**src/inc/i2c_pkg.sv**
```systemverilog
// Constants, field layout and state types for the serial bus master and ID upload.
package i2c_pkg;
	localparam int CLK_HZ = 250_000_000;
	localparam int SCL_SLOW_HZ = 99_200;
	localparam int SCL_FAST_HZ = 396_800;
	localparam int UPL_HZ = 100_000;
	localparam int QW = 10;
	localparam logic [QW-1:0] Q_SLOW = QW'(CLK_HZ / (4 * SCL_SLOW_HZ));
	localparam logic [QW-1:0] Q_FAST = QW'(CLK_HZ / (4 * SCL_FAST_HZ));
	localparam logic [QW-1:0] Q_UPL = QW'(CLK_HZ / (4 * UPL_HZ));
	localparam logic [11:0] CTRL_OFF = 12'h110;
	localparam logic [7:0] SSID_OFF = 8'h2c;
	localparam int B0_LSB = 24;
	localparam int B1_LSB = 16;
	localparam int B2_LSB = 8;
	localparam int SPEED_BIT = 7;
	localparam int NOSTOP_BIT = 6;
	localparam int NOS1B_BIT = 5;
	localparam int W3BRA_BIT = 4;
	localparam int SWMODE_BIT = 3;
	localparam int ACKOK_BIT = 2;
	localparam int SDA_BIT = 1;
	localparam int SCL_BIT = 0;
	localparam logic [31:0] SSID_RST = 32'h0000_0000;
	localparam logic [7:0] BYTE_RST = 8'h00;
	localparam logic [6:0] EEPROM_ADDR7 = 7'h50;
	localparam logic [7:0] UPL_LOGICAL = 8'hff;
	localparam logic [7:0] LOGICAL_BIAS = 8'h04;
	localparam logic [3:0] BITS_PER_BYTE = 4'h8;
	typedef enum logic [2:0] {
		ST_IDLE = 3'b000,
		ST_START = 3'b001,
		ST_BIT = 3'b010,
		ST_STOP = 3'b011,
		ST_HOLD = 3'b100,
		ST_NEXT = 3'b101
	} state_t;
	typedef enum logic [1:0] {
		K_WR = 2'b00,
		K_RD = 2'b01,
		K_CONT = 2'b10,
		K_UPL = 2'b11
	} kind_t;
	typedef enum logic [2:0] {
		OP_START = 3'b000,
		OP_TX = 3'b001,
		OP_RXA = 3'b010,
		OP_RXN = 3'b011,
		OP_END = 3'b100
	} op_t;
endpackage
```
**src/hw/i2c_master_eeprom_upload.sv**
```systemverilog
// Register driven serial bus master with identity upload from EEPROM after reset.
`timescale 1ns/100ps
module i2c_master_eeprom_upload (
	input wire logic clk,
	input wire logic rst,
	input wire logic reg_wr,
	input wire logic reg_rd,
	input wire logic [11:0] reg_addr,
	input wire logic [31:0] reg_wdata,
	output logic [31:0] reg_rdata,
	input wire logic cfg_wr,
	input wire logic cfg_rd,
	input wire logic [7:0] cfg_addr,
	input wire logic [31:0] cfg_wdata,
	output logic [31:0] cfg_rdata,
	output logic cfg_retry,
	input wire logic subsys_id_write_enable,
	input wire logic scl_i,
	output logic scl_o,
	output logic scl_oe_n,
	input wire logic sda_i,
	output logic sda_o,
	output logic sda_oe_n,
	output logic transfer_done_irq,
	output logic busy
);
	////////////////////////////////////////////////////////////////////////////
	function automatic i2c_pkg::op_t plan(i2c_pkg::kind_t k, logic [3:0] s,
			logic three, logic rdir, logic ack);
		i2c_pkg::op_t rx;
		rx = ack ? i2c_pkg::OP_RXA : i2c_pkg::OP_RXN;
		case (k)
			i2c_pkg::K_WR: begin
				if (s == 4'h0) return i2c_pkg::OP_START;
				if (s == 4'h1 || s == 4'h2) return i2c_pkg::OP_TX;
				if (s == 4'h3 && three) return i2c_pkg::OP_TX;
				return i2c_pkg::OP_END;
			end
			i2c_pkg::K_RD: begin
				if (s == 4'h0) return i2c_pkg::OP_START;
				if (s == 4'h1) return i2c_pkg::OP_TX;
				if (s == 4'h2) return rx;
				return i2c_pkg::OP_END;
			end
			i2c_pkg::K_CONT: begin
				if (s == 4'h0) return rdir ? rx : i2c_pkg::OP_TX;
				return i2c_pkg::OP_END;
			end
			default: begin
				if (s == 4'h0 || s == 4'h3) return i2c_pkg::OP_START;
				if (s == 4'h1 || s == 4'h2 || s == 4'h4) return i2c_pkg::OP_TX;
				if (s >= 4'h5 && s <= 4'h7) return i2c_pkg::OP_RXA;
				if (s == 4'h8) return i2c_pkg::OP_RXN;
				return i2c_pkg::OP_END;
			end
		endcase
	endfunction

	function automatic logic [7:0] phys_addr(logic [7:0] logical);
		return ~(logical + i2c_pkg::LOGICAL_BIAS);
	endfunction

	////////////////////////////////////////////////////////////////////////////
	logic scl_m_r, scl_s_r, sda_m_r, sda_s_r;
	logic [7:0] b0_r, b1_r, b2_r;
	logic speed_r, nostop_r, nos1b_r, w3bra_r, sw_mode_r, sw_scl_r, sw_sda_r;
	i2c_pkg::state_t state_r, state_nxt;
	i2c_pkg::kind_t kind_r, kind_nxt;
	logic [3:0] seq_r, seq_nxt, bit_r, bit_nxt;
	logic [1:0] q_r, q_nxt;
	logic [7:0] sh_r, sh_nxt;
	logic dir_r, dir_nxt, ack_ok_r, ackok_nxt, done_r, done_nxt;
	logic scl_hw_r, scl_nxt, sda_hw_r, sda_nxt;
	logic upl_pend_r, pend_nxt, upl_done_r, upld_nxt;
	logic [31:0] upl_buf_r, buf_nxt, ssid_r;
	logic rx_load, ssid_load, tick;
	logic [i2c_pkg::QW-1:0] qlim;

	// Pins are sampled through two flops before the engine looks at them
	always_ff @(posedge clk) begin
		if (rst) begin
			{scl_m_r, scl_s_r, sda_m_r, sda_s_r} <= 4'hf;
		end else begin
			{scl_m_r, scl_s_r} <= {scl_i, scl_m_r};
			{sda_m_r, sda_s_r} <= {sda_i, sda_m_r};
		end
	end

	////////////////////////////////////////////////////////////////////////////
	wire ctrl_hit = (reg_addr == i2c_pkg::CTRL_OFF);
	assign busy = upl_pend_r
		|| (state_r != i2c_pkg::ST_IDLE && state_r != i2c_pkg::ST_HOLD);
	wire accept = reg_wr && ctrl_hit && !busy;
	wire [7:0] w_b0 = reg_wdata[i2c_pkg::B0_LSB +: 8];
	wire w_nos1b = reg_wdata[i2c_pkg::NOS1B_BIT];
	wire w_swmode = reg_wdata[i2c_pkg::SWMODE_BIT];
	wire launch = accept && !w_swmode;
	wire [31:0] ctrl_rd = {b0_r, b1_r, b2_r, speed_r, nostop_r, nos1b_r,
		w3bra_r, sw_mode_r, ack_ok_r, sda_s_r, scl_s_r};

	always_ff @(posedge clk) begin
		if (rst) begin
			{b0_r, b1_r} <= {i2c_pkg::BYTE_RST, i2c_pkg::BYTE_RST};
			b2_r <= i2c_pkg::BYTE_RST;
			{speed_r, nostop_r, nos1b_r, w3bra_r} <= 4'h0;
			{sw_mode_r, sw_scl_r, sw_sda_r} <= 3'h3;
			reg_rdata <= '0;
		end else begin
			if (accept) begin
				b0_r <= w_b0;
				b1_r <= reg_wdata[i2c_pkg::B1_LSB +: 8];
				b2_r <= reg_wdata[i2c_pkg::B2_LSB +: 8];
				speed_r <= reg_wdata[i2c_pkg::SPEED_BIT];
				nostop_r <= reg_wdata[i2c_pkg::NOSTOP_BIT];
				nos1b_r <= w_nos1b;
				w3bra_r <= reg_wdata[i2c_pkg::W3BRA_BIT];
				sw_mode_r <= w_swmode;
				sw_scl_r <= reg_wdata[i2c_pkg::SCL_BIT];
				sw_sda_r <= reg_wdata[i2c_pkg::SDA_BIT];
			end
			if (rx_load) b2_r <= sh_r;
			reg_rdata <= (reg_rd && ctrl_hit) ? ctrl_rd : '0;
		end
	end

	////////////////////////////////////////////////////////////////////////////
	// Rate choice per transfer
	assign qlim = (kind_r == i2c_pkg::K_UPL) ? i2c_pkg::Q_UPL
		: speed_r ? i2c_pkg::Q_FAST : i2c_pkg::Q_SLOW;

	quarter_tick #(.W(i2c_pkg::QW)) u_tick (
		.clk(clk),
		.rst(rst),
		.limit(qlim),
		.tick(tick)
	);

	// Direction kept from the last start
	wire i2c_pkg::op_t cur_op = plan(kind_r, seq_r, w3bra_r, dir_r, w3bra_r);
	wire rx = (cur_op == i2c_pkg::OP_RXA) || (cur_op == i2c_pkg::OP_RXN);
	wire bit8 = (bit_r == i2c_pkg::BITS_PER_BYTE);
	wire [7:0] ee_wr = {i2c_pkg::EEPROM_ADDR7, 1'b0};
	wire [7:0] ee_rd = {i2c_pkg::EEPROM_ADDR7, 1'b1};
	wire [7:0] upl_byte = (seq_r == 4'h1) ? ee_wr
		: (seq_r == 4'h2) ? phys_addr(i2c_pkg::UPL_LOGICAL) : ee_rd;
	wire [7:0] hw_byte = (seq_r == 4'h2) ? b1_r : (seq_r == 4'h3) ? b2_r : b0_r;
	wire [7:0] tx_byte = (kind_r == i2c_pkg::K_UPL) ? upl_byte : hw_byte;

	always_comb begin
		state_nxt = state_r;
		kind_nxt = kind_r;
		seq_nxt = seq_r;
		q_nxt = q_r;
		bit_nxt = bit_r;
		sh_nxt = sh_r;
		dir_nxt = dir_r;
		ackok_nxt = ack_ok_r;
		done_nxt = done_r;
		scl_nxt = scl_hw_r;
		sda_nxt = sda_hw_r;
		pend_nxt = upl_pend_r;
		upld_nxt = upl_done_r;
		buf_nxt = upl_buf_r;
		rx_load = 1'b0;
		ssid_load = 1'b0;
		if (accept) done_nxt = 1'b0;
		// Kind picked from the new fields
		if (launch) begin
			state_nxt = i2c_pkg::ST_NEXT;
			seq_nxt = 4'h0;
			ackok_nxt = 1'b1;
			kind_nxt = w_nos1b ? i2c_pkg::K_CONT : w_b0[0] ? i2c_pkg::K_RD : i2c_pkg::K_WR;
		end
		// Upload takes the bus first after reset
		if (upl_pend_r && state_r == i2c_pkg::ST_IDLE) begin
			state_nxt = i2c_pkg::ST_NEXT;
			kind_nxt = i2c_pkg::K_UPL;
			seq_nxt = 4'h0;
			ackok_nxt = 1'b1;
		end
		case (state_r)
			i2c_pkg::ST_NEXT: begin
				q_nxt = 2'h0;
				bit_nxt = 4'h0;
				case (cur_op)
					i2c_pkg::OP_START: state_nxt = i2c_pkg::ST_START;
					i2c_pkg::OP_TX: begin
						state_nxt = i2c_pkg::ST_BIT;
						sh_nxt = tx_byte;
					end
					i2c_pkg::OP_RXA, i2c_pkg::OP_RXN: state_nxt = i2c_pkg::ST_BIT;
					default: begin
						// Park with SCL low instead of stopping
						if (nostop_r && kind_r != i2c_pkg::K_UPL) begin
							state_nxt = i2c_pkg::ST_HOLD;
							done_nxt = 1'b1;
						end else begin
							state_nxt = i2c_pkg::ST_STOP;
						end
					end
				endcase
			end
			i2c_pkg::ST_START: begin
				// SDA falls while SCL is high
				if (tick) begin
					q_nxt = q_r + 2'h1;
					case (q_r)
						2'h0: sda_nxt = 1'b1;
						2'h1: scl_nxt = 1'b1;
						2'h2: sda_nxt = 1'b0;
						default: begin
							scl_nxt = 1'b0;
							if (kind_r != i2c_pkg::K_UPL) dir_nxt = b0_r[0];
							seq_nxt = seq_r + 4'h1;
							state_nxt = i2c_pkg::ST_NEXT;
						end
					endcase
				end
			end
			i2c_pkg::ST_BIT: begin
				if (tick) begin
					q_nxt = q_r + 2'h1;
					case (q_r)
						// Data moves only in the low phase
						// Master ack or nack on the ninth bit
						2'h0: sda_nxt = bit8 ? (rx ? (cur_op == i2c_pkg::OP_RXN) : 1'b1)
							: (rx ? 1'b1 : sh_r[7]);
						2'h1: scl_nxt = 1'b1;
						2'h2: if (!bit8) sh_nxt = {sh_r[6:0], sda_s_r};
						default: begin
							scl_nxt = 1'b0;
							if (!bit8) begin
								bit_nxt = bit_r + 4'h1;
							end else if (rx) begin
								seq_nxt = seq_r + 4'h1;
								state_nxt = i2c_pkg::ST_NEXT;
								// First byte ends at the top
								if (kind_r == i2c_pkg::K_UPL) buf_nxt = {upl_buf_r[23:0], sh_r};
								else rx_load = 1'b1;
							end else if (sda_s_r) begin
								// Missing ack aborts with a stop
								ackok_nxt = 1'b0;
								state_nxt = i2c_pkg::ST_STOP;
							end else begin
								seq_nxt = seq_r + 4'h1;
								state_nxt = i2c_pkg::ST_NEXT;
							end
						end
					endcase
				end
			end
			i2c_pkg::ST_STOP: begin
				// SDA rises while SCL is high
				if (tick) begin
					q_nxt = q_r + 2'h1;
					case (q_r)
						2'h0: sda_nxt = 1'b0;
						2'h1: scl_nxt = 1'b1;
						2'h2: sda_nxt = 1'b1;
						default: begin
							state_nxt = i2c_pkg::ST_IDLE;
							if (kind_r == i2c_pkg::K_UPL) begin
								pend_nxt = 1'b0;
								upld_nxt = 1'b1;
								ssid_load = ack_ok_r;
							end else begin
								done_nxt = 1'b1;
							end
						end
					endcase
				end
			end
			default: ;
		endcase
	end

	always_ff @(posedge clk) begin
		if (rst) begin
			state_r <= i2c_pkg::ST_IDLE;
			kind_r <= i2c_pkg::K_WR;
			{seq_r, bit_r, q_r} <= 10'h000;
			sh_r <= i2c_pkg::BYTE_RST;
			{dir_r, ack_ok_r, done_r} <= 3'h0;
			{scl_hw_r, sda_hw_r} <= 2'h3;
			{upl_pend_r, upl_done_r} <= 2'h2;
			upl_buf_r <= i2c_pkg::SSID_RST;
		end else begin
			state_r <= state_nxt;
			kind_r <= kind_nxt;
			{seq_r, bit_r, q_r} <= {seq_nxt, bit_nxt, q_nxt};
			sh_r <= sh_nxt;
			{dir_r, ack_ok_r, done_r} <= {dir_nxt, ackok_nxt, done_nxt};
			{scl_hw_r, sda_hw_r} <= {scl_nxt, sda_nxt};
			{upl_pend_r, upl_done_r} <= {pend_nxt, upld_nxt};
			upl_buf_r <= buf_nxt;
		end
	end
	assign transfer_done_irq = done_r;

	////////////////////////////////////////////////////////////////////////////
	// Software owns the pins in bit-bang mode
	wire scl_lvl = sw_mode_r ? sw_scl_r : scl_hw_r;
	wire sda_lvl = sw_mode_r ? sw_sda_r : sda_hw_r;

	// Open drain: only ever pull low, release otherwise
	always_ff @(posedge clk) begin
		if (rst) begin
			{scl_oe_n, sda_oe_n} <= 2'h3;
		end else begin
			scl_oe_n <= scl_lvl;
			sda_oe_n <= sda_lvl;
		end
	end
	assign scl_o = 1'b0;
	assign sda_o = 1'b0;

	////////////////////////////////////////////////////////////////////////////
	wire cfg_hit = (cfg_addr == i2c_pkg::SSID_OFF);
	// Retry until the upload is over
	assign cfg_retry = (cfg_rd || cfg_wr) && cfg_hit && !upl_done_r;
	wire cfg_rd_ok = cfg_rd && cfg_hit && upl_done_r;

	always_ff @(posedge clk) begin
		if (rst) begin
			ssid_r <= i2c_pkg::SSID_RST;
			cfg_rdata <= '0;
		end else begin
			if (ssid_load) ssid_r <= upl_buf_r;
			// Writable only with the enable set
			else if (cfg_wr && cfg_hit && upl_done_r && subsys_id_write_enable)
				ssid_r <= cfg_wdata;
			cfg_rdata <= cfg_rd_ok ? ssid_r : '0;
		end
	end

	////////////////////////////////////////////////////////////////////////////
	logic [i2c_pkg::QW-1:0] gap_r;
	always_ff @(posedge clk) begin
		if (rst) gap_r <= '0;
		else gap_r <= tick ? '0 : gap_r + 10'h001;
	end

	a_bit_rate: assert property (@(posedge clk) disable iff (rst)
		tick && state_r == i2c_pkg::ST_BIT && q_r != 2'h0 |-> gap_r == qlim - 10'h001)
		else $error("quarter bit period wrong");
	a_start_shape: assert property (@(posedge clk) disable iff (rst)
		state_r == i2c_pkg::ST_START && q_r == 2'h2 && tick |=> !sda_hw_r && scl_hw_r)
		else $error("start condition malformed");
	a_sda_stable_high: assert property (@(posedge clk) disable iff (rst)
		state_r == i2c_pkg::ST_BIT && scl_hw_r && $past(scl_hw_r)
		|-> sda_hw_r == $past(sda_hw_r))
		else $error("SDA moved while SCL high");
	a_stop_shape: assert property (@(posedge clk) disable iff (rst)
		state_r == i2c_pkg::ST_STOP && q_r == 2'h2 && tick |=> sda_hw_r && scl_hw_r)
		else $error("stop condition malformed");
	a_hold_scl_low: assert property (@(posedge clk) disable iff (rst)
		state_r == i2c_pkg::ST_HOLD |-> !scl_hw_r && !busy)
		else $error("SCL released while holding");
	a_done_at_end: assert property (@(posedge clk) disable iff (rst)
		$rose(done_r) |-> state_r == i2c_pkg::ST_IDLE || state_r == i2c_pkg::ST_HOLD)
		else $error("done raised mid transfer");
	a_busy_ignore: assert property (@(posedge clk) disable iff (rst)
		busy && reg_wr && ctrl_hit && !rx_load |=> $stable(b0_r) && $stable(b1_r))
		else $error("write taken while busy");
	a_abort_zero: assert property (@(posedge clk) disable iff (rst)
		kind_r == i2c_pkg::K_UPL && !ack_ok_r && state_r == i2c_pkg::ST_STOP
		&& q_r == 2'h3 && tick |=> ##1 ssid_r == i2c_pkg::SSID_RST && upl_done_r)
		else $error("identity not zero after abort");
	a_retry_gate: assert property (@(posedge clk) disable iff (rst)
		cfg_rd && cfg_hit && !upl_done_r |-> cfg_retry ##1 cfg_rdata == '0)
		else $error("identity read before upload end");
	a_sw_pins: assert property (@(posedge clk) disable iff (rst)
		sw_mode_r |=> scl_oe_n == $past(sw_scl_r) && sda_oe_n == $past(sw_sda_r))
		else $error("software pin control lost");
endmodule

```
**src/hw/quarter_tick.sv**
```systemverilog
// Quarter bit period tick generator divided from the system clock.
`timescale 1ns/100ps
module quarter_tick #(
	parameter int W = 10
) (
	input wire logic clk,
	input wire logic rst,
	input wire logic [W-1:0] limit,
	output logic tick
);
	logic [W-1:0] cnt_r;
	wire last = (cnt_r >= limit - W'(1));

	always_ff @(posedge clk) begin
		if (rst) begin
			cnt_r <= '0;
			tick <= 1'b0;
		end else begin
			cnt_r <= last ? '0 : cnt_r + W'(1);
			tick <= last;
		end
	end
endmodule

```
**config.mk**
```make
export PLATFORM = sky130hd
export DESIGN_NAME = i2c_master_eeprom_upload
export DESIGN_NICKNAME = d
export VERILOG_FILES = /design/src/inc/i2c_pkg.sv /design/src/hw/i2c_master_eeprom_upload.sv /design/src/hw/quarter_tick.sv
export SDC_FILE = /design/constraint.sdc
export NUM_CORES = 1
export LEC_CHECK = 0
export ABC_AREA = 0
export CAP_MARGIN = 20
export CELL_PAD_IN_SITES_DETAIL_PLACEMENT = 0
export CELL_PAD_IN_SITES_GLOBAL_PLACEMENT = 1
export CORE_AREA = 3 3 141 143
export DETAILED_ROUTE_END_ITERATION = 6
export DIE_AREA = 0 0 144 146
export DONT_BUFFER_PORTS = 1
export GPL_TIMING_DRIVEN = 1
export PLACE_DENSITY_LB_ADDON = 0.08
export SYNTH_ARGS = -nofsm -noshare
export SYNTH_HDL_FRONTEND = slang
export SYNTH_HIERARCHICAL = 1
export SYNTH_SLANG_ARGS = --single-unit
```
**constraint.sdc**
```tcl
create_clock -name clk -period 3.32 [get_ports clk]
set_input_delay 0.498 -clock clk [delete_from_list [all_inputs] [get_ports clk]]
set_output_delay 0.498 -clock clk [all_outputs]
set_load 0.05 [all_outputs]
```
Word level (Yosys, flattened, before mapping):

Index checks and enable logic that the tools add are counted.

* memory bits (writable): 0
* input bits: 93
* bits in read-only memories: 0
* logic and storage cells: 286
* bits in latches: 0
* output and inout bits: 71
* memories: 0
* flip-flop bits (word level): 206

* shift-type cells: 0
* $lt $le $gt $ge: 3
* $mul: 0
* $add $sub $neg: 5
* eq/ne operators: 36
* reductions and logical operators: 56
* div/mod/pow operators: 0
* bitwise gates (word level): 3
* muxes and demuxes: 148

Operator list (count)
* $mux W3: 33
* $mux W8: 9
* $mux W1: 70
* $mux W32: 2
* $mux W4: 12
* $mux W10: 2
* $logic_and A1 B1 Y1: 16
* $ne A2 B2 Y1 const B: 8
* $pmux W4 S2: 2
* $pmux W8 S2: 1
* $mux W7: 2
* $eq A12 B9 Y1 const B: 1
* $eq A3 B2 Y1 const B: 4
* $pmux W3 S4: 1
* $reduce_and A4 Y1: 3
* $reduce_bool A2 Y1: 6
* $reduce_or A3 Y1: 4
* $add A10 B1 Y10 const B: 1
* $ge A10 B10 Y1: 1
* $mux W2: 5
* $ne A2 B1 Y1 const B: 5
* $pmux W1 S2: 5
* $reduce_and A5 Y1: 2
* $reduce_or A2 Y1: 5
* other kinds (30): 51

Logic depth before layout (Yosys ltp):

* depth in word-level cells: 26
* gate-level depth with buffers: 17

Cells and area by module:

The synthesis kept the hierarchy.

Modules (own cells, without submodules)
* i2c_master_eeprom_upload: seq. area each 3903.7 sq um, area an instance 8046.5 sq um, cells an instance 898, instances 1
* quarter_tick: seq. area each 220.2 sq um, area an instance 842.1 sq um, cells an instance 92, instances 1

Worst setup path after synthesis:

OpenSTA, ideal clock, no wires.

* kind: input -> output
* start: input port cfg_addr[4]
* end: output port cfg_retry
* slack: 231 ps
* stages: 3
* arrival time: 2591 ps
* required time: 2822 ps
* path through: or4b_1 -> nor4_1 -> nor3b_1

* cells in the longest elaborated chain, start to end: 3

RTL lines
* start: declaration: line i2c_master_eeprom_upload.sv:13 `input wire logic [7:0] cfg_addr,`
* $eq A8 B6 Y1: line i2c_master_eeprom_upload.sv:318 `wire cfg_hit = (cfg_addr == i2c_pkg::SSID_OFF);`
* $logic_and A1 B1 Y1 (2 in series): line i2c_master_eeprom_upload.sv:320 `assign cfg_retry = (cfg_rd || cfg_wr) && cfg_hit && !upl_done_r;`
* end: declaration: line i2c_master_eeprom_upload.sv:16 `output logic cfg_retry,`

Every way passes these cells.

Worst setup path in the final report:

* start: register seq_r[0]
* end: register sh_r[4]

* cells in the longest elaborated chain, start to end: 14
* elaborated cells on any way between the ends: 74
* those cells by class: order compare: 2; eq/ne: 7; mux: 58; reduce/logical: 7

RTL lines
* start: declaration: line i2c_master_eeprom_upload.sv:69 `logic [3:0] seq_r, seq_nxt, bit_r, bit_nxt;`
* start signal: assignment: line i2c_master_eeprom_upload.sv:290 `{seq_r, bit_r, q_r} <= {seq_nxt, bit_nxt, q_nxt};`
* $eq A4 B4 Y1, or another cell as far along: line i2c_master_eeprom_upload.sv:53 `if (s == 4'h8) return i2c_pkg::OP_RXN;`
* $mux W1 / $logic_or A1 B1 Y1 (equally long branches): line i2c_master_eeprom_upload.sv:53, i2c_master_eeprom_upload.sv:35, i2c_master_eeprom_upload.sv:51
* $mux W1 / $logic_or A1 B1 Y1 (equally long branches): line i2c_master_eeprom_upload.sv:53, i2c_master_eeprom_upload.sv:51
* $mux W1 / $mux W3 (equally long branches): line i2c_master_eeprom_upload.sv:52, i2c_master_eeprom_upload.sv:51
* $mux W1 / $mux W3 (equally long branches): line i2c_master_eeprom_upload.sv:51, i2c_master_eeprom_upload.sv:52
* $mux W1 / $mux W3 (equally long branches): line i2c_master_eeprom_upload.sv:32, i2c_master_eeprom_upload.sv:53
* $mux W3: line i2c_master_eeprom_upload.sv:54 `return i2c_pkg::OP_END;`
* $mux W3: line i2c_master_eeprom_upload.sv:53
* $mux W3: line i2c_master_eeprom_upload.sv:52 `if (s >= 4'h5 && s <= 4'h7) return i2c_pkg::OP_RXA;`
* $mux W3: line i2c_master_eeprom_upload.sv:51 `if (s == 4'h1 || s == 4'h2 || s == 4'h4) return i2c_pkg::OP_TX;`
* $pmux W3 S3: line i2c_master_eeprom_upload.sv:32 `case (k)`
* $eq A3 B1 Y1: line i2c_master_eeprom_upload.sv:185 `case (cur_op)`
* $ne A2 B2 Y1 (no source line)
* $reduce_and A5 Y1 (no source line)
* end signal: assignment: line i2c_master_eeprom_upload.sv:282 `sh_r <= i2c_pkg::BYTE_RST;`
* end signal: assignment: line i2c_master_eeprom_upload.sv:291 `sh_r <= sh_nxt;`
* end: declaration: line i2c_master_eeprom_upload.sv:71 `logic [7:0] sh_r, sh_nxt;`

Several ways; a longest one is shown, not always the timed one. The select of a mux whose other input is x is not followed.
A chain may end at the register's enable or synchronous reset.

==> run summary <==
CP Max Fanout -> 9
Setup tns final -> 0 ns
ANT nets after route -> 0
Most frequent cells in the layout -> dfxtp_1 (206), nand2_1 (144), a21oi_1 (82), and2_1 (67), nor2_1 (66)
Area growth, synth to finish -> 10.8%
Slowest CP cell -> o21ai_0
Hold_buf cts -> 0
Post-cts sizing count -> 0
Yosys warning count -> 6
Pins over their slew limit -> 0
CTS tree -> built
Synthesized instance count -> 990
CTS buffer count -> 23
Gr usage total -> 20.2%
First-pass GRT wire length -> 35100 um
Clk buf depth -> 3
Most common cell after layout, fill and taps aside -> dfxtp_1
Max cap viols -> 0
CP startpoint -> seq_r[0]
Hold_ws -> 0.0938 ns
Nets -> 1091
Via count -> 6838
Comb power frac -> 8.0%
Core ar. -> 18700 sq um
CP cell instances -> inv_1, ha_1, and3b_1, a31oi_1, o31ai_4, o21ai_0, nand3_1, a21oi_1
Post-CTS Repair Setup Buffers -> 0
FF-to-FF setup slack -> 0.66 ns
Floorplan row count -> 50
Internal power -> 4.40 mW
Worst vdd ir -> 0.000331 V
Cell area after synthesis -> 8890 sq um
Die Ht -> 146 um
Slowest stage delay, CP -> 0.63 ns
Final Hold Fails -> 0
Routed wire length per instance -> 17.7 um
End of the critical path -> sh_r[4]
Clock share of power -> 47.3%
R2r startpoint -> seq_r[0]
Total global routing overflow -> 0
Post-synth EDFFs -> 0
Leak pwr -> 3.85 nW
RR Endpoint -> sh_r[4]
RSZ-0062 raised after global routing -> false
Ant. Diodes -> 0
Slew of the pin with the lowest slew margin -> 0.733 ns
DRT Pass-1 Iters -> 5
Final core occ -> 52.6%
Die area -> 21000 sq um
Final setup violating endpoints -> 0
Routability congestion estimate -> 0.856
IO Pins -> 164
Switching Fraction -> 23.6%
CTS sink cnt -> 206
Final clock skew -> 0.00955 ns
Status -> finished clean
Setup crit start kind -> flop
Crit path kind -> flop to flop
DRC -> 0
Count of cell types in the netlist -> 68
Initial Util -> 47.5%
PD cells -> 585 nW/um^2
Crit. End Element -> flop
Worst rel slew slack -> 50.6%
Largest net degree at the start of global routing -> 124
Initial antenna violation count -> 0
Vias in the first global route -> 6746
NetSw -> 1.36 mW
Share of layout cells above drive strength 1 -> 8.78%
Worst Reg-to-Reg Cells -> 8
Flop pwr share -> 44.7%
Clock period minus worst slack -> 2.66 ns
Die X -> 144 um
Clock root buffer -> clkbuf_16
Final HPWL DP -> 15100 um
Hold depth -> 1
HP Class -> input pin to flop
Most used flip-flop cell after synthesis -> dfxtp_1
Clock-pin transition on the worst setup and hold timing paths -> 0.06 ns
Final WL -> 21700 um
Crit share post-route -> 80.0%
Fmax -> 376 MHz
Htree depth -> 1
Initial DRC Count -> 440
Clock latency on the worst-skew pair -> 0.51 ns
WP data arrival -> 3.09 ns
Worst Path Required -> 3.75 ns
Avg Cell Area, Syn -> 8.98 sq um
Sequential share of the synthesized area -> 46.4%
Post-synth ARST share -> 0%
DR vias/cell -> 5.58
Port buffer count -> 0
Synth Register Bits -> 206
==> how the worst min path moves through the flow <==
stage	end	slack, ns	start
floorplan	scl_s_r	0.39	scl_m_r
detailed placement	scl_s_r	0.40	scl_m_r
CTS	q_r[0]	0.05	rst
global placement	scl_s_r	0.40	scl_m_r
global route	speed_r	0.05	rst
finish	scl_m_r	0.09	scl_i
==> worst max-delay path, delay by kind of cell, from the launching register on <==
kind	cells	cell delay [ns]
compound gates	4	1.34
buf+inv	1	0.11
simple gates	2	0.38
flops	1	0.42
fa+ha+maj	1	0.32
==> cells by family (layout without fill, tap and decap cells) <==
logic type	Yosys count	in the layout	share of synthesized area, %
buffers and inverters	85	82	4.57
flip-flops	206	206	46.4
adder cells (fa/ha/maj)	23	23	3.24
AND/OR/NAND/NOR	400	400	22.9
other	2	6	0.0845
AO/OA/AOI/OAI	196	196	14.3
XOR/XNOR	22	22	2.17
multiplexers	56	56	6.33
==> area by class of cell <==
type	instances	area, sq um
fill	1727	8860
multi-input combinational	703	4390
sequential	206	4120
clock buffer	30	632
tap	234	293
clock inverter	11	184
timing repair buffer	20	150
inverter	21	78.8
==> synthesized netlist by cell type (all sizes together), types with 5 or more instances <==
cell type / count / area (sq um)
nand2b: 8 / 57.6
xnor2: 8 / 70.1
xor2: 14 / 123
nor3b: 6 / 45.0
a211oi: 43 / 328
ha: 23 / 288
nor2: 66 / 248
a31oi: 7 / 43.8
nand4: 11 / 87.6
o21ai: 27 / 150
nand3b: 5 / 37.5
nor4: 6 / 37.5
mux2i: 54 / 541
nor3: 26 / 151
dfxtp: 206 / 4120
a21o: 5 / 37.5
buf: 22 / 170
clkbuf: 42 / 158
nor4b: 5 / 50.0
and2: 67 / 419
nand2: 145 / 544
o211ai: 8 / 65.1
a21oi: 82 / 410
or2: 7 / 43.8
nand3: 26 / 135
inv: 21 / 78.8
==> power by group through the flow <==
stage,sequential (mW),clock (mW),combinational [mW]
5_1_grt,2.58,2.89,0.510
3_3_place_gp,2.63,0,0.445
4_1_cts,2.57,2.78,0.454
3_5_place_dp,2.63,0,0.451
6_report,2.58,2.73,0.458
2_1_floorplan,2.58,0,0.404
==> flip-flops by register name (all words and copies together) (netlist names), 2 cells and up <==
| name | count |
|---|---|
| b0_r | 8 |
| seq_r | 4 |
| sh_r | 8 |
| upl_buf_r | 32 |
| cfg_rdata | 32 |
| q_r | 2 |
| reg_rdata | 32 |
| b2_r | 8 |
| state_r | 3 |
| u_tick/cnt_r | 10 |
| bit_r | 4 |
| ssid_r | 32 |
| b1_r | 8 |
| kind_r | 2 |
==> through the flow <==
stage / std cells / total power, mW / instance area [sq um] / setup WS [ns]
floorplan: 994 / 2.98 / 8900 / 0.231
global placement: 1184 / 3.07 / 9030 / 0.795
detailed placement: 1184 / 3.08 / 9030 / 0.708
CTS: 1225 / 5.81 / 9850 / 0.673
global route: 1225 / 5.98 / 9850 / 0.380
finish: 1225 / 5.76 / 9850 / 0.663
==> routing by layer <==
layer	vias up	track usage (%)	routed length [um]
met5	-	0	0
met1	3184	28.2	9920
li1	3390	-	-
met3	36	3.78	1470
met2	228	31.9	9850
met4	0	5.74	430
Power figures use the tool's default switching activity.
